===== src/verilog/fsp_pkg.sv =====
// constants and types for the flash status and protection register logic
package fsp_pkg;
  // opcodes
  localparam logic [7:0] OP_READ_PRIMARY = 8'h05;
  localparam logic [7:0] OP_READ_SECONDARY_A = 8'h09;
  localparam logic [7:0] OP_READ_SECONDARY_B = 8'h35;
  localparam logic [7:0] OP_FOUR_LINE_ENTRY = 8'h38;
  localparam logic [7:0] OP_FOUR_LINE_EXIT = 8'hff;
  localparam logic [7:0] OP_LATCH_SET = 8'h06;
  localparam logic [7:0] OP_LATCH_CLEAR = 8'h04;
  localparam logic [7:0] OP_STATUS_WRITE = 8'h01;
  localparam logic [7:0] OP_SECONDARY_WRITE = 8'h31;
  localparam logic [7:0] OP_PAGE_PROGRAM = 8'h02;
  localparam logic [7:0] OP_QUAD_PAGE_PROGRAM = 8'h32;
  localparam logic [7:0] OP_SECTOR_ERASE = 8'h20;
  localparam logic [7:0] OP_HALF_BLOCK_ERASE = 8'h52;
  localparam logic [7:0] OP_BLOCK_ERASE = 8'hd8;
  localparam logic [7:0] OP_CHIP_ERASE_A = 8'hc7;
  localparam logic [7:0] OP_CHIP_ERASE_B = 8'h60;
  localparam logic [7:0] OP_SECURITY_PROGRAM = 8'h42;
  localparam logic [7:0] OP_SECURITY_ERASE = 8'h44;
  localparam logic [7:0] OP_SUSPEND = 8'h75;
  localparam logic [7:0] OP_RESUME = 8'h7a;

  // non-volatile defaults
  localparam logic RST_SRP = 1'b0;
  localparam logic RST_TB = 1'b0;
  localparam logic [3:0] RST_BP = 4'h0;
  localparam logic RST_CMP = 1'b0;
  localparam logic [2:0] RST_LOCK = 3'h0;
  localparam logic RST_QE = 1'b1;

  // timing
  localparam int CLK_PERIOD_NS = 10;
  localparam int STATUS_WRITE_NS = 10000;
  localparam int STATUS_WRITE_CYC = STATUS_WRITE_NS / CLK_PERIOD_NS;
  localparam int SW_CNT_W = 11;

  // pin sampling: {write protect, chip select, serial clock, dq[3:0]}
  localparam int PIN_W = 7;
  localparam int PIN_WP = 6;
  localparam int PIN_CS = 5;
  localparam int PIN_CLK = 4;
  localparam logic [PIN_W-1:0] PIN_IDLE = 7'h7f;
  localparam int DQ_OUT_BIT = 1;
  localparam logic [3:0] OE_NONE = 4'hf;
  localparam logic [3:0] OE_SINGLE = 4'hd;
  localparam logic [3:0] OE_QUAD = 4'h0;

  // framing
  localparam logic [2:0] STEPS_SINGLE = 3'h7;
  localparam logic [2:0] STEPS_QUAD = 3'h1;
  localparam logic [2:0] BYTES_NONE = 3'h0;
  localparam logic [2:0] BYTES_ONE = 3'h1;
  localparam logic [2:0] BYTES_TWO = 3'h2;
  localparam logic [2:0] BYTES_ADDR = 3'h3;
  localparam logic [2:0] BYTES_MAX = 3'h4;

  // protection geometry: 256 blocks of 64 KiB, 24-bit address
  localparam int BLK_MSB = 23;
  localparam int BLK_LSB = 16;
  localparam logic [8:0] BLOCKS = 9'h100;
  localparam logic [3:0] BP_LEVEL_ALL = 4'h9;
  localparam logic [8:0] ONE_BLOCK = 9'h001;
  localparam int SEC_MSB = 13;
  localparam int SEC_LSB = 12;
  localparam logic [1:0] SEC_NONE = 2'h3;

  typedef struct packed {
    logic status_protect_lock; logic tb; logic [3:0] bp; logic write_enable_latch; logic write_in_progress;
  } fsp_primary_t;

  typedef struct packed {
    logic erase_suspended_flag; logic cmp; logic lock0; logic lock1; logic lock2;
    logic program_suspended_flag; logic qe; logic rsvd;
  } fsp_secondary_t;

  typedef enum logic [3:0] {
    REQ_NONE = 4'h0, REQ_PROGRAM = 4'h1, REQ_QUAD_PROGRAM = 4'h2,
    REQ_SECTOR_ERASE = 4'h3, REQ_HALF_BLOCK_ERASE = 4'h4, REQ_BLOCK_ERASE = 4'h5,
    REQ_CHIP_ERASE = 4'h6, REQ_SECURITY_PROGRAM = 4'h7, REQ_SECURITY_ERASE = 4'h8,
    REQ_SUSPEND = 4'h9, REQ_RESUME = 4'ha
  } fsp_req_kind_t;

  typedef struct packed {
    fsp_req_kind_t kind;
    logic [23:0] addr;
  } fsp_req_t;

  typedef enum logic [1:0] {
    PH_OPCODE = 2'b00, PH_DATA = 2'b01, PH_READ = 2'b10
  } fsp_phase_t;
endpackage


===== src/verilog/fsp_status_regs.sv =====
// serial status and protection register logic of the flash device
//
// Function
// - primary status read answered at any time
// - status byte repeats while chip select low
// - two secondary read opcodes, same repeat behaviour
// - four-line mode carries opcode and data nibble-wide
// - primary byte: lock, top/bottom, level, latch, busy
// - busy flag high during write, program, erase
// - latch clear rejects writes, programs and erases
// - protected region ignores program and erase
// - protect level writable only outside hardware protection
// - chip erase only with nothing protected
// - top/bottom zero protects top, one bottom
// - lock plus low pin refuses status write while quad enable is off
// - secondary byte: suspends, complement, locks, quad, reserved
// - erase suspended flag set on suspend, cleared resume
// - program suspended flag set on suspend, cleared resume
// - complement bit defaults zero, inverts region
// - security lock bits set once, block sector
// - quad enable defaults one
// - reserved secondary bit reads zero
// - volatile bits zero after reset
// - latch set command sets write latch
// - latch clear command clears write latch
// - latch cleared when write operations complete
`timescale 1ns/100ps
module fsp_status_regs import fsp_pkg::*; (
  input wire logic clk_i,
  input wire logic rst_i,
  input wire logic cs_n_i,
  input wire logic sclk_i,
  input wire logic [3:0] dq_i,
  input wire logic wp_n_i,
  input wire logic engine_busy_i,
  input wire logic engine_done_i,
  output logic [3:0] dq_o,
  output logic [3:0] dq_oe_n_o,
  output fsp_req_t req_o,
  output logic quad_mode_o,
  output logic quad_enable_o
);

  logic [PIN_W-1:0] pin_meta, pin_sync;
  logic sclk_q, cs_q, cs_s, wp_n_s, sclk_rise, sclk_fall, cs_rise;
  logic [3:0] dq_s;

  fsp_phase_t phase;
  logic [2:0] bit_step, byte_cnt;
  logic [7:0] shift_in, opcode, next_shift;
  logic [7:0] byte_buf [0:3];
  logic byte_last;

  logic [7:0] out_sreg, out_src;
  logic [2:0] out_step;

  logic status_protect_lock, tb, cmp, write_enable_latch, erase_suspended_flag, program_suspended_flag, act_erase, sw_busy, sw_done, write_in_progress;
  logic hardware_protected_mode, write_ok, region_ok, exec, sec_locked, do_status_write_cmd, do_secondary_status_write_cmd;
  logic [3:0] bp;
  logic [2:0] lock;
  logic [SW_CNT_W-1:0] sw_cnt;
  logic [23:0] addr;
  logic [1:0] sec_idx;
  fsp_primary_t primary, wr_primary;
  fsp_secondary_t secondary, wr_secondary;
  fsp_req_kind_t next_kind;

  function automatic logic is_status_read(input logic [7:0] op);
    is_status_read = (op == OP_READ_PRIMARY) || (op == OP_READ_SECONDARY_A) ||
                     (op == OP_READ_SECONDARY_B);
  endfunction

  // number of 64 KiB blocks covered by a protect level
  function automatic logic [8:0] prot_count(input logic [3:0] level);
    if (level == 4'h0) begin
      prot_count = 9'h000;
    end else if (level >= BP_LEVEL_ALL) begin
      prot_count = BLOCKS;
    end else begin
      prot_count = ONE_BLOCK << (level - 4'h1);
    end
  endfunction

  // region grows from the top or bottom, then the complement inverts it
  function automatic logic is_protected(input logic [23:0] a, input logic [3:0] level,
                                        input logic bottom, input logic inv);
    logic [8:0] cnt;
    logic [8:0] blk;
    logic hit;
    cnt = prot_count(level);
    blk = {1'b0, a[BLK_MSB:BLK_LSB]};
    hit = bottom ? (blk < cnt) : (blk >= (BLOCKS - cnt));
    is_protected = hit ^ inv;
  endfunction

  // two-flop synchronisers; link clock is sampled, not used as a clock
  always_ff @(posedge clk_i or posedge rst_i) begin
    if (rst_i) begin
      pin_meta <= PIN_IDLE;
      pin_sync <= PIN_IDLE;
      sclk_q <= 1'b1;
      cs_q <= 1'b1;
    end else begin
      pin_meta <= {wp_n_i, cs_n_i, sclk_i, dq_i};
      pin_sync <= pin_meta;
      sclk_q <= pin_sync[PIN_CLK];
      cs_q <= pin_sync[PIN_CS];
    end
  end

  assign cs_s = pin_sync[PIN_CS];
  assign wp_n_s = pin_sync[PIN_WP];
  assign dq_s = pin_sync[3:0];
  assign sclk_rise = pin_sync[PIN_CLK] & ~sclk_q & ~cs_s;
  assign sclk_fall = ~pin_sync[PIN_CLK] & sclk_q & ~cs_s;
  assign cs_rise = cs_s & ~cs_q;

  // shift in most significant first, one line or four
  assign next_shift = quad_mode_o ? {shift_in[3:0], dq_s} : {shift_in[6:0], dq_s[0]};
  assign byte_last = bit_step == (quad_mode_o ? STEPS_QUAD : STEPS_SINGLE);

  // frame collection: opcode then up to four bytes
  always_ff @(posedge clk_i or posedge rst_i) begin
    if (rst_i) begin
      phase <= PH_OPCODE;
      bit_step <= 3'h0;
      byte_cnt <= BYTES_NONE;
      shift_in <= 8'h00;
      opcode <= 8'h00;
      for (int i = 0; i < 4; i++) begin
        byte_buf[i] <= 8'h00;
      end
    end else if (cs_s) begin
      phase <= PH_OPCODE;
      bit_step <= 3'h0;
      byte_cnt <= BYTES_NONE;
    end else if (sclk_rise && phase != PH_READ) begin
      shift_in <= next_shift;
      if (byte_last) begin
        bit_step <= 3'h0;
        if (phase == PH_OPCODE) begin
          opcode <= next_shift;
          phase <= is_status_read(next_shift) ? PH_READ : PH_DATA;
        end else if (byte_cnt != BYTES_MAX) begin
          byte_buf[byte_cnt[1:0]] <= next_shift;
          byte_cnt <= byte_cnt + 3'h1;
        end
      end else begin
        bit_step <= bit_step + 3'h1;
      end
    end
  end

  // live status bytes; busy combines the status write cycle and the engines
  assign write_in_progress = sw_busy | engine_busy_i;
  assign primary = '{status_protect_lock: status_protect_lock, tb: tb, bp: bp, write_enable_latch: write_enable_latch, write_in_progress: write_in_progress};
  assign secondary = '{erase_suspended_flag: erase_suspended_flag, cmp: cmp, lock0: lock[0], lock1: lock[1], lock2: lock[2],
                       program_suspended_flag: program_suspended_flag, qe: quad_enable_o, rsvd: 1'b0};

  // a fresh snapshot is taken at each byte boundary so polling sees updates
  assign out_src = (out_step != 3'h0) ? out_sreg :
                   (opcode == OP_READ_PRIMARY) ? primary : secondary;

  always_ff @(posedge clk_i or posedge rst_i) begin
    if (rst_i) begin
      dq_o <= 4'h0;
      dq_oe_n_o <= OE_NONE;
      out_sreg <= 8'h00;
      out_step <= 3'h0;
    end else if (cs_s) begin
      dq_o <= 4'h0;
      dq_oe_n_o <= OE_NONE;
      out_step <= 3'h0;
    end else if (sclk_fall && phase == PH_READ) begin
      if (quad_mode_o) begin
        dq_o <= out_src[7:4];
        out_sreg <= {out_src[3:0], 4'h0};
        dq_oe_n_o <= OE_QUAD;
        out_step <= (out_step == STEPS_QUAD) ? 3'h0 : out_step + 3'h1;
      end else begin
        dq_o <= 4'h0;
        dq_o[DQ_OUT_BIT] <= out_src[7];
        out_sreg <= {out_src[6:0], 1'b0};
        dq_oe_n_o <= OE_SINGLE;
        out_step <= (out_step == STEPS_SINGLE) ? 3'h0 : out_step + 3'h1;
      end
    end
  end

  // commands act when chip select rises on a whole byte
  assign exec = cs_rise && phase == PH_DATA && bit_step == 3'h0;
  assign hardware_protected_mode = status_protect_lock & ~wp_n_s & ~quad_enable_o;
  // new writes are refused while the running cycle is busy
  assign write_ok = write_enable_latch & ~write_in_progress;
  assign region_ok = write_ok && !is_protected(addr, bp, tb, cmp);
  assign addr = {byte_buf[0], byte_buf[1], byte_buf[2]};
  assign sec_idx = addr[SEC_MSB:SEC_LSB];
  assign sec_locked = (sec_idx == SEC_NONE) || lock[sec_idx];
  assign wr_primary = fsp_primary_t'(byte_buf[0]);
  assign wr_secondary = fsp_secondary_t'((byte_cnt == BYTES_TWO) ? byte_buf[1] : byte_buf[0]);

  assign do_status_write_cmd = exec && opcode == OP_STATUS_WRITE && write_ok && !hardware_protected_mode &&
                   (byte_cnt == BYTES_ONE || byte_cnt == BYTES_TWO);
  assign do_secondary_status_write_cmd = exec && opcode == OP_SECONDARY_WRITE && write_ok &&
                    byte_cnt == BYTES_ONE;

  // non-volatile bits, restored to their defaults by reset
  always_ff @(posedge clk_i or posedge rst_i) begin
    if (rst_i) begin
      status_protect_lock <= RST_SRP;
      tb <= RST_TB;
      bp <= RST_BP;
      cmp <= RST_CMP;
      lock <= RST_LOCK;
      quad_enable_o <= RST_QE;
    end else if (do_status_write_cmd) begin
      status_protect_lock <= wr_primary.status_protect_lock;
      tb <= wr_primary.tb;
      bp <= wr_primary.bp;
      if (byte_cnt == BYTES_TWO) begin
        cmp <= wr_secondary.cmp;
        lock <= lock | {wr_secondary.lock2, wr_secondary.lock1, wr_secondary.lock0};
        quad_enable_o <= wr_secondary.qe;
      end
    end else if (do_secondary_status_write_cmd) begin
      if (!hardware_protected_mode) begin
        cmp <= wr_secondary.cmp;
      end
      // one-time bits: ones stick, zeros written later are ignored
      lock <= lock | {wr_secondary.lock2, wr_secondary.lock1, wr_secondary.lock0};
      quad_enable_o <= wr_secondary.qe;
    end
  end

  // self-timed status write cycle
  assign sw_busy = sw_cnt != '0;
  assign sw_done = sw_cnt == SW_CNT_W'(1);

  always_ff @(posedge clk_i or posedge rst_i) begin
    if (rst_i) begin
      sw_cnt <= '0;
    end else if (do_status_write_cmd || do_secondary_status_write_cmd) begin
      sw_cnt <= SW_CNT_W'(STATUS_WRITE_CYC);
    end else if (sw_busy) begin
      sw_cnt <= sw_cnt - SW_CNT_W'(1);
    end
  end

  // write latch; a set is refused while busy, so it wins only over an engine completion that comes with engine busy low
  always_ff @(posedge clk_i or posedge rst_i) begin
    if (rst_i) begin
      write_enable_latch <= 1'b0;
    end else if (exec && opcode == OP_LATCH_SET && byte_cnt == BYTES_NONE && !write_in_progress) begin
      write_enable_latch <= 1'b1;
    end else if (exec && opcode == OP_LATCH_CLEAR && byte_cnt == BYTES_NONE) begin
      write_enable_latch <= 1'b0;
    end else if (sw_done || engine_done_i) begin
      write_enable_latch <= 1'b0;
    end
  end

  // array requests; program and erase checked against latch and protection, suspend and resume against neither
  always_comb begin
    next_kind = REQ_NONE;
    unique case (opcode)
      OP_PAGE_PROGRAM, OP_QUAD_PAGE_PROGRAM: begin
        if (region_ok && byte_cnt == BYTES_MAX &&
            !(quad_mode_o && opcode == OP_QUAD_PAGE_PROGRAM)) begin
          next_kind = (opcode == OP_PAGE_PROGRAM) ? REQ_PROGRAM : REQ_QUAD_PROGRAM;
        end
      end
      OP_SECTOR_ERASE, OP_HALF_BLOCK_ERASE, OP_BLOCK_ERASE: begin
        if (region_ok && byte_cnt == BYTES_ADDR) begin
          next_kind = (opcode == OP_SECTOR_ERASE) ? REQ_SECTOR_ERASE :
                      (opcode == OP_BLOCK_ERASE) ? REQ_BLOCK_ERASE : REQ_HALF_BLOCK_ERASE;
        end
      end
      OP_CHIP_ERASE_A, OP_CHIP_ERASE_B: begin
        if (write_ok && byte_cnt == BYTES_NONE &&
            prot_count(bp) == (cmp ? BLOCKS : 9'h000)) begin
          next_kind = REQ_CHIP_ERASE;
        end
      end
      OP_SECURITY_PROGRAM, OP_SECURITY_ERASE: begin
        if (write_ok && !sec_locked &&
            byte_cnt == ((opcode == OP_SECURITY_ERASE) ? BYTES_ADDR : BYTES_MAX)) begin
          next_kind = (opcode == OP_SECURITY_ERASE) ? REQ_SECURITY_ERASE :
                      REQ_SECURITY_PROGRAM;
        end
      end
      OP_SUSPEND: begin
        if (byte_cnt == BYTES_NONE && engine_busy_i && !sw_busy) begin
          next_kind = REQ_SUSPEND;
        end
      end
      OP_RESUME: begin
        if (byte_cnt == BYTES_NONE && (erase_suspended_flag || program_suspended_flag)) begin
          next_kind = REQ_RESUME;
        end
      end
      default: next_kind = REQ_NONE;
    endcase
  end

  always_ff @(posedge clk_i or posedge rst_i) begin
    if (rst_i) begin
      req_o <= '{kind: REQ_NONE, addr: 24'h000000};
    end else if (exec) begin
      req_o <= '{kind: next_kind, addr: addr};
    end else begin
      req_o.kind <= REQ_NONE;
    end
  end

  // remembers whether the running array job erases or programs
  always_ff @(posedge clk_i or posedge rst_i) begin
    if (rst_i) begin
      act_erase <= 1'b0;
    end else if (exec && next_kind inside {REQ_PROGRAM, REQ_QUAD_PROGRAM,
                                           REQ_SECURITY_PROGRAM}) begin
      act_erase <= 1'b0;
    end else if (exec && next_kind inside {REQ_SECTOR_ERASE, REQ_HALF_BLOCK_ERASE,
                                           REQ_BLOCK_ERASE, REQ_CHIP_ERASE,
                                           REQ_SECURITY_ERASE}) begin
      act_erase <= 1'b1;
    end
  end

  // suspend indicators
  always_ff @(posedge clk_i or posedge rst_i) begin
    if (rst_i) begin
      erase_suspended_flag <= 1'b0;
      program_suspended_flag <= 1'b0;
    end else if (exec && next_kind == REQ_SUSPEND) begin
      erase_suspended_flag <= act_erase;
      program_suspended_flag <= ~act_erase;
    end else if (exec && next_kind == REQ_RESUME) begin
      erase_suspended_flag <= 1'b0;
      program_suspended_flag <= 1'b0;
    end
  end

  // four-line mode needs the quad enable bit set
  always_ff @(posedge clk_i or posedge rst_i) begin
    if (rst_i) begin
      quad_mode_o <= 1'b0;
    end else if (exec && byte_cnt == BYTES_NONE) begin
      if (opcode == OP_FOUR_LINE_ENTRY && !quad_mode_o && quad_enable_o) begin
        quad_mode_o <= 1'b1;
      end else if (opcode == OP_FOUR_LINE_EXIT && quad_mode_o) begin
        quad_mode_o <= 1'b0;
      end
    end
  end

endmodule


===== config.mk =====
export PLATFORM = sky130hd
export DESIGN_NAME = fsp_status_regs
export DESIGN_NICKNAME = d
export VERILOG_FILES = /design/src/verilog/fsp_pkg.sv /design/src/verilog/fsp_status_regs.sv
export SDC_FILE = /design/constraint.sdc
export NUM_CORES = 1
export LEC_CHECK = 0
export BUFFER_PORTS_ARGS = -buffer_cell sky130_fd_sc_hd__buf_2
export CORE_MARGIN = 2
export CORE_UTILIZATION = 35
export CTS_CLUSTER_DIAMETER = 30
export DETAILED_ROUTE_END_ITERATION = 10
export PLACE_DENSITY_LB_ADDON = 0.15
export SLEW_MARGIN = 20
export SYNTH_ARGS = -nofsm -noshare
export SYNTH_HDL_FRONTEND = slang
export SYNTH_SLANG_ARGS = --single-unit

===== constraint.sdc =====
create_clock -name clk_i -period 6.45 [get_ports clk_i]
set_input_delay 0.645 -clock clk_i [delete_from_list [all_inputs] [get_ports clk_i]]
set_output_delay 0.645 -clock clk_i [all_outputs]
set_load 0.05 [all_outputs]

Yosys cells after proc, flatten, opt, wreduce, memory -nomap -nowiden
Cells that the tools add are included.
Storage, ports and cells
  register bits: 145
  bits in latches: 0
  memory bits (writable): 0
  ROM bits: 0
  output and inout bits: 38
  logic and storage cells: 272
  memories: 0
Operators by class
  add/sub/neg operators: 6
  $mul: 0
  divide/modulo/power cells: 0
  order comparisons: 6
  eq/ne operators: 49
  shift operators: 1
  muxes and demuxes: 75
  bitwise logic cells: 21
  reductions and logical operators: 83
Operators with widths (number)
  2-to-1 mux 3 bit: 21
  == test 8 x 7 -> 1 bit, second input constant: 6
  2-to-1 mux 4 bit: 11
  == test 8 x 6 -> 1 bit, second input constant: 5
  2-to-1 mux 8 bit: 5
  logical AND 1 bit: 37
  2-to-1 mux 9 bit: 4
  bitwise mux 32 bit: 1
  == test 8 x 3 -> 1 bit, second input constant: 4
  == test 8 bit, second input constant: 3
  case mux 4 bit (6 select lines): 1
  2-to-1 mux 11 bit: 2
  2-to-1 mux 1 bit: 20
  nonzero test 2 bit: 10
  demux 8 bit (select 2 bit): 1
  == test 4 x 3 -> 1 bit, second input constant: 4
  2-to-1 mux 2 bit: 7
  == test 4 bit, second input constant: 3
  == test 11 x 1 -> 1 bit, second input constant: 1
  nonzero test 11 bit: 1
  subtractor 11 x 1 -> 11 bit, second input constant: 1
  adder 3 x 1 -> 3 bit, second input constant: 3
  == test 9 bit: 1
  greater-or-equal comparator 8 x 9 -> 1 bit: 1
  43 further kinds: 88

Depth between registers and ports, before layout
  word-level depth: 19
  gate-level depth with buffers: 17
  mapped depth without buffers: 15

Worst setup path after synthesis
OpenSTA, ideal clock, no wires.
  path type: register -> register
  from: register bp[0]
  to: register act_erase
  library setup time: 0.127 ns
  arrival: 3.246 ns
  path slack: 3.077 ns
  cell stages (with the launch flop): 18
  path buffers: 2
  cells stage by stage: dfrtp_1 clkbuf_1 nand2b_1 nor3_1 inv_1 ha_1 buf_1 o21ai_0 o21ai_0 ha_1 a211oi_1 nand3_1 a31oi_1 o21a_4 mux2_4 a21o_1 mux2i_1 a211oi_2
Between the ends
  cells in the longest elaborated chain, start to end: 18
Ends and longest elaborated chain
  from (decl): line fsp_status_regs.sv:59  | logic [3:0] bp;
  from (signal assigned): line fsp_status_regs.sv:219  | bp <= wr_primary.bp;
  subtractor 4 x 1 -> 4 bit: line fsp_status_regs.sv:80  | prot_count = ONE_BLOCK << (level - 4'h1);
  << shifter 1 x 4 -> 9 bit: line fsp_status_regs.sv:80
  2-to-1 mux 9 bit: line fsp_status_regs.sv:77  | end else if (level >= BP_LEVEL_ALL) begin
  2-to-1 mux 9 bit (*): line fsp_status_regs.sv:75  | if (level == 4'h0) begin
  subtractor 9 bit: line fsp_status_regs.sv:92  | hit = bottom ? (blk < cnt) : (blk >= (BLOCKS - cnt));
  greater-or-equal comparator 8 x 9 -> 1 bit: line fsp_status_regs.sv:92
  2-to-1 mux 1 bit: line fsp_status_regs.sv:92
  bitwise XOR 1 bit: line fsp_status_regs.sv:93  | is_protected = hit ^ inv;
  logical NOT 1 bit: line fsp_status_regs.sv:195  | assign region_ok = write_ok && !is_protected(addr, bp, tb, cmp);
  logical AND 1 bit: line fsp_status_regs.sv:195
  logical AND 1 bit (2 in series): line fsp_status_regs.sv:267  | if (region_ok && byte_cnt == BYTES_MAX &&
  2-to-1 mux 2 bit: line fsp_status_regs.sv:267
  case mux 4 bit (6 select lines) (*): line fsp_status_regs.sv:265  | unique case (opcode)
  == test 4 x 2 -> 1 bit, or another cell as far along: line fsp_status_regs.sv:322  | end else if (exec && next_kind inside {REQ_SECTOR_ERASE, REQ_HALF_BLOCK_ERASE,
  nonzero test 5 bit / nonzero test 3 bit (equally long branches): line fsp_status_regs.sv:322, fsp_status_regs.sv:319
  logical AND 1 bit (on tied branches): line fsp_status_regs.sv:322, fsp_status_regs.sv:319
  nonzero test 2 bit (no source line) / 2-to-1 mux 1 bit (equally long branches)
  to (signal assigned): line fsp_status_regs.sv:318  | act_erase <= 1'b0;
  to (signal assigned): line fsp_status_regs.sv:321  | act_erase <= 1'b0;
  to (signal assigned): line fsp_status_regs.sv:325  | act_erase <= 1'b1;
  to (decl): line fsp_status_regs.sv:57  | logic status_protect_lock, tb, cmp, write_enable_latch, erase_suspended_flag, program_suspended_flag, act_eras ...
Mark *: on every way between the ends. The rest lies on a longest branch, timed or not. The select of a mux whose other input is x is not followed.
A chain may end at the register's enable or synchronous reset.

Worst setup path after layout
  from: register bp[2]
  to: register act_erase
The elaborated chain is that of the path after synthesis.

==> flow_summary_export.csv <==
group,metric,value,unit
grt,grt_max_degree,86,
yosys,synth_top_family_by_area,"simple AND/OR/NAND/NOR gates",
sta,min_period,3570,ps
grt,grt_pass1_vias,5227,
yosys,synth_xor_area_share,1.85,%
final_layout,ff_latch_area,3380,µm²
clock_tree,path_clk_slew,70,ps
sta,hold_viol,0,
clock_tree,clock-root-buffer,"clkbuf_16",
yosys,ys_warn_count,0,
floorplan,start_util,35.8,%
clock_tree,clk_latency,420,ps
final_layout,layout_common_cells,"120 x nand2_1, 115 x dfrtp_1, 48 x buf_2",
sta,fin_skew,9.61,ps
floorplan,fp-row-count,51,
final_layout,final_common_cell,"nand2_1",
placed_design,place.port_buffers,48,
yosys,syn-num-nets,726,
detailed_routing,drt_iter0_markers,396,
grt,grt_pass1_wl,28.5,mm
sta,timing.fmax,280,MHz
detailed_routing,routedWlPerCell,17.2,µm
yosys,synth.yosys.seq_area_share,48.1,%
yosys,synthMuxAreaShare,11.6,%
flow_run,drv_cap,0,
min_path,hold_depth,1,
floorplan,die_area,21200,µm²
yosys,synth_top_flop_cell,"dfrtp_1",
final_layout,drive_gt1_share,23.6,%
clock_tree,htreeDepth,4,
sta,rsz0062_at_grt,"false",
sta,setup_slack,2880,ps
sta,holdWs,313,ps
yosys,synth_top_area_share,41.0,%
clock_tree,numCtsBuffers,17,
critical_path,critPathMaxFanout,15,
sta,final.setup.tns,0,ps
sta,timing.slew.headroom,33.9,%
sta,fin_crit_sh,55.4,%
final_layout,nets,764,
placed_design,dp_slack,2880,ps
clock_tree,cts.sink_count,134,
floorplan,ioPinCount,49,
critical_path,rr_worst_depth,15,
min_path,min_path_type,"in2reg",
detailed_routing,ant_nets,0,
final_layout,fillers,1908,
detailed_routing,vias_per_cell,5.16,
detailed_routing,drt_wl_total,17.2,mm
clock_tree,cts_resized,0,
yosys,synth_edf_count,0,
yosys,synth_cell_type_count,78,
clock_tree,cts_setup_buffers,0,
detailed_routing,num_vias,5173,
yosys,synth_cells,686,
grt,antenna_found_initial,0,
critical_path,path_class,"reg2reg",
detailed_routing,route.detailed.drc,0,
sta,drv_slew,0,
final_layout,num_antenna_cells,0,
clock_tree,cts.path.max_buffers,2,
power,power-per-cell-area,244,nW/µm²
sta,worst_pin_slew,978,ps
yosys,synth-compound-area-share,10.6,%
sta,setup_viol_count_final,0,
critical_path,arrival,3870,ps
yosys,synth_fa_ha_area_share,5.17,%
critical_path,end_kind,"flip-flop",
critical_path,crit_required,6750,ps
yosys,synth_area,7020,µm²
yosys,synth-simple-area-share,19.6,%
placed_design,hpwl,12.1,mm
yosys,ys_ff_latch,134,
yosys,synth.area.top_cells,"dfrtp_1 41%, mux2_2 7.4%, dfstp_2 7.1%",
yosys,avgSynthCellArea,10.2,µm²
power,p_leak,3.72,nW
floorplan,core,19600,µm²
yosys,async_flop_share,100,%
final_layout,layout-area-overhead-vs-synth,15.2,%
yosys,synth_area_leader_cell,"dfrtp_1",
detailed_routing,first_pass_iters,4,
final_layout,multi_input_area,3440,µm²
grt,grt_overflow,0,
outcome,status,"completed",
floorplan,die_h,146,µm
clock_tree,cts_tree,"built",
clock_tree,postCtsHoldBufs,0,
power,peakVddDrop,0.192,mV
placed_design,gp_congestion,0.862,
grt,grt_usage,17.0,%
critical_path,worst_setup_path_start_kind,"flip-flop",
floorplan,die_w,146,µm
## logic make-up (layout without fill, tap and decap cells)
| kind of cell | count (synthesis) | count (layout) |
|---|---|---|
| AO/OA/AOI/OAI | 113 | 113 |
| multiplexers | 75 | 75 |
| adder cells (fa/ha/maj) | 29 | 29 |
| buffers and inverters | 53 | 104 |
| AND/OR/NAND/NOR | 268 | 268 |
| flip-flops | 134 | 134 |
| XOR/XNOR | 14 | 14 |
## area by class of cell
class | instances | area share (%)
inverter | 20 | 0.990
clock inverter | 15 | 2.07
sequential | 134 | 41.7
tap | 265 | 4.10
timing repair buffer | 52 | 3.34
multi-input combinational | 499 | 42.5
clock buffer | 17 | 5.26
## worst max-delay path, cell delays in order, from the launching register on
cell and delay [ps]:
dfrtp_1 520, nand2b_1 230, nor3_1 220, inv_1 70
ha_1 290, o21ai_0 100, o21ai_0 100, ha_1 330
a211oi_1 250, nand3_1 100, a31oi_1 290, o21a_4 220
mux2_4 320, a21o_1 180, mux2i_1 160, a211oi_2 90
## through the flow
step                util (%)  cell area, µm²  cells  power, mW
finish                  41.3            8090   1002       1.97
global route            41.3            8090   1002       2.05
CTS                     41.3            8090   1002       2.01
detailed placement      38.3            7500    970       1.01
global placement        38.3            7500    970       1.00
floorplan                  -            7020    686      0.967
## state kept, by name, indices dropped and copies added (netlist names), 2 cells and up
register and cells:
sw_cnt 11, dq_oe_n_o 2, dq_o 4, pin_meta 7
wr_primary 8, phase 2, bp 4, out_step 3
pin_sync 7, req_o 28, addr 16, lock 3
out_sreg 7, shift_in 7, bit_step 3, byte_cnt 3
opcode 8
## routing by layer
metal / part of all wire, % / up-vias / global-route usage [%] / wire (µm)
met2: 47 / 88 / 27.2 / 8060
met3: 3.4 / 19 / 3.01 / 583
met5: 0 / - / 0 / 0
li1: - / 2505 / - / -
met4: 2.1 / 0 / 6.08 / 356
met1: 48 / 2561 / 23.3 / 8210
## synth_stat cells, types with 3 or more instances
cell and count:
buf_1 4, and2_1 10, nand3b_1 3, nand2b_1 4, a31oi_1 4, dfrtp_1 115, a32o_1 3, a21o_1 5
nand4_1 12, a211oi_1 4, a22o_1 3, o21bai_1 4, o21ai_1 6, and3_1 3, ha_1 29, o21ai_0 33
mux2i_1 26, nand3_1 20, buf_2 4, nor4bb_1 4, mux2_2 46, nor3_1 15, dfstp_2 19, inv_1 18
or3_1 4, o31ai_1 4, nor2b_1 9, nor2_1 34, o2111ai_1 3, clkbuf_1 23, a21oi_1 22, o211ai_1 4
nand2_1 120, xnor2_1 11, nor4b_1 5, nand4b_1 3
## power by group
part	switching [mW]	internal, mW	leakage [nW]	total (mW)
sequential	0.0169	0.868	1.74	0.884
clock	0.430	0.553	0.287	0.983
combinational	0.0672	0.0390	1.69	0.106
total	0.514	1.46	3.72	1.97
## final timing paths
check | from | slack (ps) | to
max in group asynchronous | rst_i | 4970 | erase_suspended_flag$_DFFE_PP0P_
worst min-delay path | cs_n_i | 310 | pin_meta[5]$_DFF_PP1_
worst max-delay path | bp[2]$_DFFE_PP0P_ | 2880 | act_erase$_DFFE_PP0P_
worst min register to register | pin_meta[6]$_DFF_PP1_ | 360 | pin_sync[6]$_DFF_PP1_
min in group asynchronous | rst_i | 380 | addr[4]$_DFFE_PP0P_
worst max register to register | bp[2]$_DFFE_PP0P_ | 2880 | act_erase$_DFFE_PP0P_
No activity file was read; power rests on OpenSTA's default activity.
